File: src/pkg/ssb_pkg.sv
// Shared constants and types for the synchronous serial boot loader.
package ssb_pkg;
  localparam int WORD_W = 18;
  localparam int BIT_CNT_W = 5;
  localparam logic [BIT_CNT_W-1:0] LAST_BIT = 5'h11;
  localparam int MEM_AW = 6;
  localparam int MEM_DEPTH = 64;
  localparam int HDR_WORDS = 3;
  // Header word positions within the three-word header.
  localparam logic [1:0] HDR_EXEC = 2'h0;
  localparam logic [1:0] HDR_DEST = 2'h1;
  localparam logic [1:0] HDR_COUNT = 2'h2;
  // Execution address that means "read the next header".
  localparam logic [WORD_W-1:0] HDR_ENTRY_ADDR = 18'h000a9;
  localparam logic [WORD_W-1:0] WORD_RESET = 18'h00000;
  localparam logic [BIT_CNT_W-1:0] BIT_CNT_RESET = 5'h00;

  typedef enum logic [1:0] {
    SSB_MODE_BOOT = 2'b00,
    SSB_MODE_COPY = 2'b01,
    SSB_MODE_SINGLE = 2'b10
  } ssb_mode_t;

  typedef enum logic [1:0] {
    SSB_ST_IDLE = 2'b00,
    SSB_ST_HDR = 2'b01,
    SSB_ST_LOAD = 2'b10,
    SSB_ST_SINGLE = 2'b11
  } ssb_state_t;
endpackage : ssb_pkg

File: src/ssb_deser.sv
// Link sampler that turns both-edge serial bits into 18-bit words.
`timescale 1ns/1ps
module ssb_deser (
  input wire logic clk,
  input wire logic reset,
  input wire logic ser_clk_in,
  input wire logic ser_data_in,
  output logic word_v,
  output logic [ssb_pkg::WORD_W-1:0] word
);
  logic clk_s1_q, clk_s2_q, clk_s3_q;
  logic dat_s1_q, dat_s2_q;
  logic armed_q;
  logic [ssb_pkg::BIT_CNT_W-1:0] bit_cnt_q;
  logic [ssb_pkg::WORD_W-1:0] shift_q;
  logic edge_seen;
  logic take;

  // Pins are synchronised; the link runs far slower than clk, so each bit is
  // taken well inside one link period.
  always_ff @(posedge clk or posedge reset) begin
    if (reset) begin
      clk_s1_q <= 1'b0;
      clk_s2_q <= 1'b0;
      clk_s3_q <= 1'b0;
      dat_s1_q <= 1'b0;
      dat_s2_q <= 1'b0;
    end else begin
      clk_s1_q <= ser_clk_in;
      clk_s2_q <= clk_s1_q;
      clk_s3_q <= clk_s2_q;
      dat_s1_q <= ser_data_in;
      dat_s2_q <= dat_s1_q;
    end
  end

  assign edge_seen = clk_s2_q ^ clk_s3_q;
  // Every edge carries a bit, but input only begins at the first rising one.
  assign take = edge_seen && (armed_q || clk_s2_q);

  always_ff @(posedge clk or posedge reset) begin
    if (reset) begin
      armed_q <= 1'b0;
    end else if (take) begin
      armed_q <= 1'b1;
    end
  end

  // No handshake between words: counting simply rolls into the next word.
  always_ff @(posedge clk or posedge reset) begin
    if (reset) begin
      bit_cnt_q <= ssb_pkg::BIT_CNT_RESET;
    end else if (take) begin
      bit_cnt_q <= (bit_cnt_q == ssb_pkg::LAST_BIT) ? ssb_pkg::BIT_CNT_RESET
                                                   : bit_cnt_q + 5'h01;
    end
  end

  // First bit lands in the top position after 18 shifts.
  always_ff @(posedge clk or posedge reset) begin
    if (reset) begin
      shift_q <= ssb_pkg::WORD_RESET;
      word <= ssb_pkg::WORD_RESET;
      word_v <= 1'b0;
    end else begin
      word_v <= take && (bit_cnt_q == ssb_pkg::LAST_BIT);
      if (take) begin
        shift_q <= {shift_q[ssb_pkg::WORD_W-2:0], dat_s2_q};
        if (bit_cnt_q == ssb_pkg::LAST_BIT) begin
          word <= {shift_q[ssb_pkg::WORD_W-2:0], dat_s2_q};
        end
      end
    end
  end
endmodule : ssb_deser

File: src/ssb_loader.sv
// Synchronous serial boot loader: header parsing, copy, single word, memory.
//
// How it works
// - Link clock on bit 17, data on bit 1.
// - Receive only; data pin never driven.
// - Only whole 18-bit words are transferred.
// - One bit on every clock edge.
// - First rising edge starts input, samples bit.
// - No handshake between words; counting continues.
// - Take each bit within one link period.
// - Boot: header, load sub-stream, then jump.
// - Header entry as exec address chains streams.
// - Copy mode takes count, destination, continuation.
// - Words stored at consecutive destination addresses.
// - Single mode returns one word, no argument.
// - Header is exec, destination, then count.
`timescale 1ns/1ps
module ssb_loader (
  input wire logic clk,
  input wire logic reset,
  input wire logic ser_clk_in,
  input wire logic ser_data_in,
  output logic ser_data_out,
  output logic ser_data_oe,
  input wire logic cmd_valid,
  input wire logic [1:0] cmd_mode,
  input wire logic [ssb_pkg::WORD_W-1:0] copy_count,
  input wire logic [ssb_pkg::WORD_W-1:0] copy_dest,
  input wire logic [ssb_pkg::WORD_W-1:0] copy_exec,
  output logic busy,
  output logic word_valid,
  output logic [ssb_pkg::WORD_W-1:0] word_data,
  output logic jump_valid,
  output logic [ssb_pkg::WORD_W-1:0] jump_addr,
  input wire logic [ssb_pkg::MEM_AW-1:0] rd_addr,
  output logic [ssb_pkg::WORD_W-1:0] rd_data
);
  ssb_pkg::ssb_state_t state_q;
  logic [1:0] hdr_idx_q;
  logic [ssb_pkg::WORD_W-1:0] exec_q, dest_q, cnt_q;
  logic [ssb_pkg::WORD_W-1:0] mem [ssb_pkg::MEM_DEPTH];
  logic word_v;
  logic [ssb_pkg::WORD_W-1:0] word;
  logic hdr_last, load_last, fin, chain, start;

  ssb_deser u_deser (
    .clk(clk),
    .reset(reset),
    .ser_clk_in(ser_clk_in),
    .ser_data_in(ser_data_in),
    .word_v(word_v),
    .word(word)
  );

  // The link clock is only ever an input, and the data pin stays released.
  assign ser_data_out = 1'b0;
  assign ser_data_oe = 1'b0;

  assign start = cmd_valid && (state_q == ssb_pkg::SSB_ST_IDLE);
  assign busy = (state_q != ssb_pkg::SSB_ST_IDLE);
  assign hdr_last = (state_q == ssb_pkg::SSB_ST_HDR) && word_v &&
                    (hdr_idx_q == ssb_pkg::HDR_COUNT) && (word == ssb_pkg::WORD_RESET);
  assign load_last = (state_q == ssb_pkg::SSB_ST_LOAD) && word_v &&
                     (cnt_q == 18'h00001);
  assign fin = hdr_last || load_last;
  // A sub-stream whose exec address is the header entry goes on to the next header.
  assign chain = (exec_q == ssb_pkg::HDR_ENTRY_ADDR);

  always_ff @(posedge clk or posedge reset) begin
    if (reset) begin
      state_q <= ssb_pkg::SSB_ST_IDLE;
    end else begin
      case (state_q)
        ssb_pkg::SSB_ST_IDLE: begin
          if (start) begin
            case (cmd_mode)
              ssb_pkg::SSB_MODE_BOOT: state_q <= ssb_pkg::SSB_ST_HDR;
              ssb_pkg::SSB_MODE_COPY: begin
                state_q <= (copy_count == ssb_pkg::WORD_RESET) ? ssb_pkg::SSB_ST_IDLE
                                                               : ssb_pkg::SSB_ST_LOAD;
              end
              ssb_pkg::SSB_MODE_SINGLE: state_q <= ssb_pkg::SSB_ST_SINGLE;
              default: state_q <= ssb_pkg::SSB_ST_IDLE;
            endcase
          end
        end
        ssb_pkg::SSB_ST_HDR: begin
          if (word_v && hdr_idx_q == ssb_pkg::HDR_COUNT) begin
            state_q <= fin ? (chain ? ssb_pkg::SSB_ST_HDR : ssb_pkg::SSB_ST_IDLE)
                           : ssb_pkg::SSB_ST_LOAD;
          end
        end
        ssb_pkg::SSB_ST_LOAD: begin
          if (fin) begin
            state_q <= chain ? ssb_pkg::SSB_ST_HDR : ssb_pkg::SSB_ST_IDLE;
          end
        end
        ssb_pkg::SSB_ST_SINGLE: begin
          if (word_v) begin
            state_q <= ssb_pkg::SSB_ST_IDLE;
          end
        end
        default: state_q <= ssb_pkg::SSB_ST_IDLE;
      endcase
    end
  end

  // Header fields arrive as execution address, destination, then count.
  always_ff @(posedge clk or posedge reset) begin
    if (reset) begin
      hdr_idx_q <= ssb_pkg::HDR_EXEC;
      exec_q <= ssb_pkg::WORD_RESET;
      dest_q <= ssb_pkg::WORD_RESET;
      cnt_q <= ssb_pkg::WORD_RESET;
    end else if (start && cmd_mode == ssb_pkg::SSB_MODE_COPY) begin
      exec_q <= copy_exec;
      dest_q <= copy_dest;
      cnt_q <= copy_count;
    end else if (state_q == ssb_pkg::SSB_ST_HDR && word_v) begin
      hdr_idx_q <= (hdr_idx_q == ssb_pkg::HDR_COUNT) ? ssb_pkg::HDR_EXEC
                                                     : hdr_idx_q + 2'h1;
      case (hdr_idx_q)
        ssb_pkg::HDR_EXEC: exec_q <= word;
        ssb_pkg::HDR_DEST: dest_q <= word;
        ssb_pkg::HDR_COUNT: cnt_q <= word;
        default: cnt_q <= cnt_q;
      endcase
    end else if (state_q == ssb_pkg::SSB_ST_LOAD && word_v) begin
      dest_q <= dest_q + 18'h00001;
      cnt_q <= cnt_q - 18'h00001;
    end
  end

  // Memory wraps on the low address bits; a larger image needs a deeper array.
  always_ff @(posedge clk) begin
    if (state_q == ssb_pkg::SSB_ST_LOAD && word_v) begin
      mem[dest_q[ssb_pkg::MEM_AW-1:0]] <= word;
    end
  end

  always_ff @(posedge clk or posedge reset) begin
    if (reset) begin
      rd_data <= ssb_pkg::WORD_RESET;
    end else begin
      rd_data <= mem[rd_addr];
    end
  end

  // A copy of zero words jumps at once to its continuation.
  always_ff @(posedge clk or posedge reset) begin
    if (reset) begin
      jump_valid <= 1'b0;
      jump_addr <= ssb_pkg::WORD_RESET;
    end else begin
      jump_valid <= 1'b0;
      if (fin && !chain) begin
        jump_valid <= 1'b1;
        jump_addr <= exec_q;
      end else if (start && cmd_mode == ssb_pkg::SSB_MODE_COPY &&
                   copy_count == ssb_pkg::WORD_RESET) begin
        jump_valid <= 1'b1;
        jump_addr <= copy_exec;
      end
    end
  end

  always_ff @(posedge clk or posedge reset) begin
    if (reset) begin
      word_valid <= 1'b0;
      word_data <= ssb_pkg::WORD_RESET;
    end else begin
      word_valid <= (state_q == ssb_pkg::SSB_ST_SINGLE) && word_v;
      if ((state_q == ssb_pkg::SSB_ST_SINGLE) && word_v) begin
        word_data <= word;
      end
    end
  end
endmodule : ssb_loader

File: config.mk
export PLATFORM = sky130hd
export DESIGN_NAME = ssb_loader
export DESIGN_NICKNAME = d
export VERILOG_FILES = /design/src/pkg/ssb_pkg.sv /design/src/ssb_deser.sv /design/src/ssb_loader.sv
export SDC_FILE = /design/constraint.sdc
export NUM_CORES = 1
export LEC_CHECK = 0
export ABC_AREA = 1
export ABC_CLOCK_PERIOD_IN_PS = 6600
export CORE_AREA = 10 10 403 405
export CTS_CLUSTER_SIZE = 40
export DETAILED_ROUTE_END_ITERATION = 10
export DIE_AREA = 0 0 413 415
export DONT_BUFFER_PORTS = 1
export HOLD_SLACK_MARGIN = 0.06
export SYNTH_ARGS = -nofsm -noshare
export SYNTH_HDL_FRONTEND = slang
export SYNTH_HIERARCHICAL = 1
export SYNTH_SLANG_ARGS = --single-unit
File: constraint.sdc
create_clock -name clk -period 6.6 [get_ports clk]
set_input_delay 0.33 -clock clk [delete_from_list [all_inputs] [get_ports clk]]
set_output_delay 0.33 -clock clk [all_outputs]
set_load 0.05 [all_outputs]
==> impl_metrics.py <==
metrics = {
    "power_and_ir_drop": {
        "power.total_uw": 18600,
        "ir_drop_mv": 0.288,
        "cellPowerDensity_mw_per_mm2": 307,
        "leakagePower_uw": 0.0226,
    },
    "critical_path": {
        "startpoint": "rd_addr[0]",
        "regToRegStartpoint": "state_q[0]",
        "arrival_ns": 4.76,
        "crit_fanout": 577,
        "endpoint_kind": "flip-flop",
        "start_kind": "input pin",
        "required_ns": 7.27,
        "path_class": "input pin to flip-flop",
    },
    "synthesis": {
        "synth-edff-count": 1152,
        "seq_area_frac_synth_pct": 71.4,
        "ys_seq_elements": 1301,
        "synth_most_common_cell": "nand2_1",
        "synth_common_cells": "1722 x nand2_1, 1152 x edfxtp_1, 1061 x nand3_1",
        "synth-async-reset-ratio_pct": 11.5,
        "synth_area_leaders": "edfxtp_1 64%, nand2_1 12%, nand3_1 9.9%",
        "ys.flop_type": "edfxtp_1",
        "synth_area_mm2": 0.0537,
        "yosys_warnings": 6,
        "yosys.area.top_type": "edfxtp_1",
        "synthDistinctLibCells": 40,
        "synthCells": 4811,
        "synth_top_area_share_pct": 64.4,
        "syn_avg_cell_area_um2": 11.2,
    },
    "route": {
        "wl_per_cell_um": 20.9,
        "drc": 0,
        "drtPass1Iterations": 6,
        "drt_iter0_drc": 3631,
        "viasPerCell": 5.15,
        "via_count": 35816,
        "wirelength_um": 146000,
        "ant_nets": 0,
    },
    "die": {
        "start_util_pct": 34.9,
        "io_pins": 126,
        "die_x_um": 413,
        "die-area_mm2": 0.171,
        "rows": 144,
        "core_region_area_mm2": 0.154,
        "die_y_um": 415,
    },
    "job": {
        "maxCapViolations": 0,
    },
    "grt": {
        "antenna_found_initial": 2,
        "gr-usage-all-layers_pct": 16.4,
        "grt_pass1_wl_um": 217000,
        "grt_pass1_vias": 33563,
        "grt.overflow.total": 0,
        "grt_max_degree": 578,
    },
    "finish": {
        "syn2layout_area_growth_pct": 12.7,
        "fin_util_pct": 39.3,
        "drive_gt1_share_pct": 7.48,
        "num-nets-final": 4883,
    },
    "timing": {
        "slew_violations": 176,
        "fin_skew_ns": 0.0258,
        "rsz0062_at_grt": "false",
        "fin_crit_sh_pct": 62.0,
        "fmax_mhz": 245,
        "finalHoldViolCount": 0,
        "post-route-min-period_ns": 4.09,
        "holdWs_ns": 0.127,
        "finalSetupViolations": 0,
        "setup-tns-final_ns": 0,
        "maxSlewHeadroom_pct": -28.8,
        "tightest_slew_ns": 1.93,
    },
    "clock_tree": {
        "clockRootBuffer": "clkbuf_16",
        "clockBufferDepth": 3,
        "clock_sinks": 1301,
        "cts_tree": "built",
        "post_cts_resized": 0,
        "clk_latency_ns": 0.76,
        "cts_max_level": 4,
        "clkTransAtPathRegs_ns": 0.06,
        "numCtsBuffers": 137,
        "cts_setup_buffers": 0,
    },
    "run_status": {
        "violations": "max-slew violations",
        "status": "finished, violations left",
    },
    "placement": {
        "detailed_place_hpwl_um": 76400,
        "gp_congestion": 0.840,
        "numPortBuffers": 0,
    },
    "hold_path": {
        "min_from": "rd_addr[4]",
        "hp-class": "input pin to flip-flop",
    },
}
-- area by class of cell --
cell class | instances | area (um2)
Sequential cell | 1301 | 38300
Clock buffer | 172 | 3600
Tap cell | 2044 | 2560
Antenna cell | 2 | 5.00
Clock inverter | 64 | 571
Inverter | 116 | 460
Timing Repair Buffer | 151 | 1310
Fill cell | 14622 | 93300
Multi-Input combinational cell | 3104 | 13700
-- sequential cells by signal (all words and copies together), names as in the netlist, 17 cells and up --
name / count
mem: 1152
cnt_q: 18
exec_q: 18
jump_addr: 18
rd_data: 18
u_deser/word: 18
word_data: 18
u_deser/shift_q: 17
-- what timing repair did --
item | 4_1_cts | 5_1_grt
setup endpoints to repair | 0 | 0
hold endpoints to repair | 162 | 0
hold buffers | 56 | 0
-- worst paths after layout --
path | endpoint | slack [ns] | cells after the start
worst max-delay path | rd_data[13] | 2.51 | 11
worst min-delay path | rd_data[11] | 0.13 | 3
worst max register to register | exec_q[14] | 3.32 | 7
worst min register to register | u_deser/dat_s2_q | 0.36 | 0
max in group asynchronous | word_data[5] | 5.06 | 3
min in group asynchronous | dest_q[3] | 0.17 | 2
-- where the power goes --
group	internal, uW	switching (uW)	total [uW]
logic	371	1270	1640
clock network	4180	3150	7330
registers	9440	177	9620
-- cell families after synthesis --
| kind of cell | after synthesis | synth area share, % |
|---|---|---|
| other | 1 | 0.00699 |
| XOR/XNOR | 5 | 0.0816 |
| flip-flops | 1301 | 71.4 |
| buffers and inverters | 407 | 3.38 |
| AND/OR/NAND/NOR | 2971 | 23.7 |
| AO/OA/AOI/OAI | 121 | 1.34 |
| adder cells (fa/ha/maj) | 5 | 0.117 |
-- stage by stage --
stage,cells,setup slack (ns),instance area [um2]
after floorplan,4812,3.29,53700
after global placement,6660,3.31,55800
after detailed placement,6660,3.34,55800
after CTS,6952,3.33,60500
after global routing,6953,2.96,60500
final,6954,2.51,60500
-- worst max-delay path, stage by stage --
cell,delay (ns)
inv_8,1.17
buf_12,0.58
nand2_1,0.11
nand3_1,0.11
nand3_1,0.14
nand2_1,0.12
nand2_1,0.11
nand3_1,0.10
nand3_1,0.08
nand2_1,0.15
dlygate4sd3_1,0.65
-- layer usage --
layer / track usage [%] / up-vias / wire [um]
met3: 3.36 / 218 / 12300
met4: 5.12 / 0 / 3920
met1: 23.4 / 17543 / 63500
met2: 25.0 / 1346 / 65900
li1: - / 16709 / -
met5: 0 / - / 0
-- cells in the final DEF, fill, tap and decap left out, types with 4 or more instances in the layout --
master         Yosys  final
a21oi_1           14     14
buf_4              5     92
bufinv_16          0      8
clkbuf_1          67     33
clkbuf_16          0    139
clkinv_1           3     30
clkinv_2           0     15
clkinv_8           0      4
dfrtp_1          149    131
dfrtp_2            0     18
dlygate4sd3_1      0     56
edfxtp_1        1152   1152
ha_1               5      5
inv_1            103    101
inv_2              9      7
inv_6              1      7
nand2_1         1722   1722
nand2_2            5      5
nand2_4            4      4
nand3_1         1061   1061
nand3_2            5      5
nand4_1           37     37
nor2_1           112     79
nor2_2             6     39
nor3_1             5      5
nor4_2             0      7
o211ai_1           4      4
o21ai_0           60     60
o21ai_1            5      5
o221ai_1          18     18
o22ai_1           12     12
Note: power is estimated with default switching activity, not from simulation.
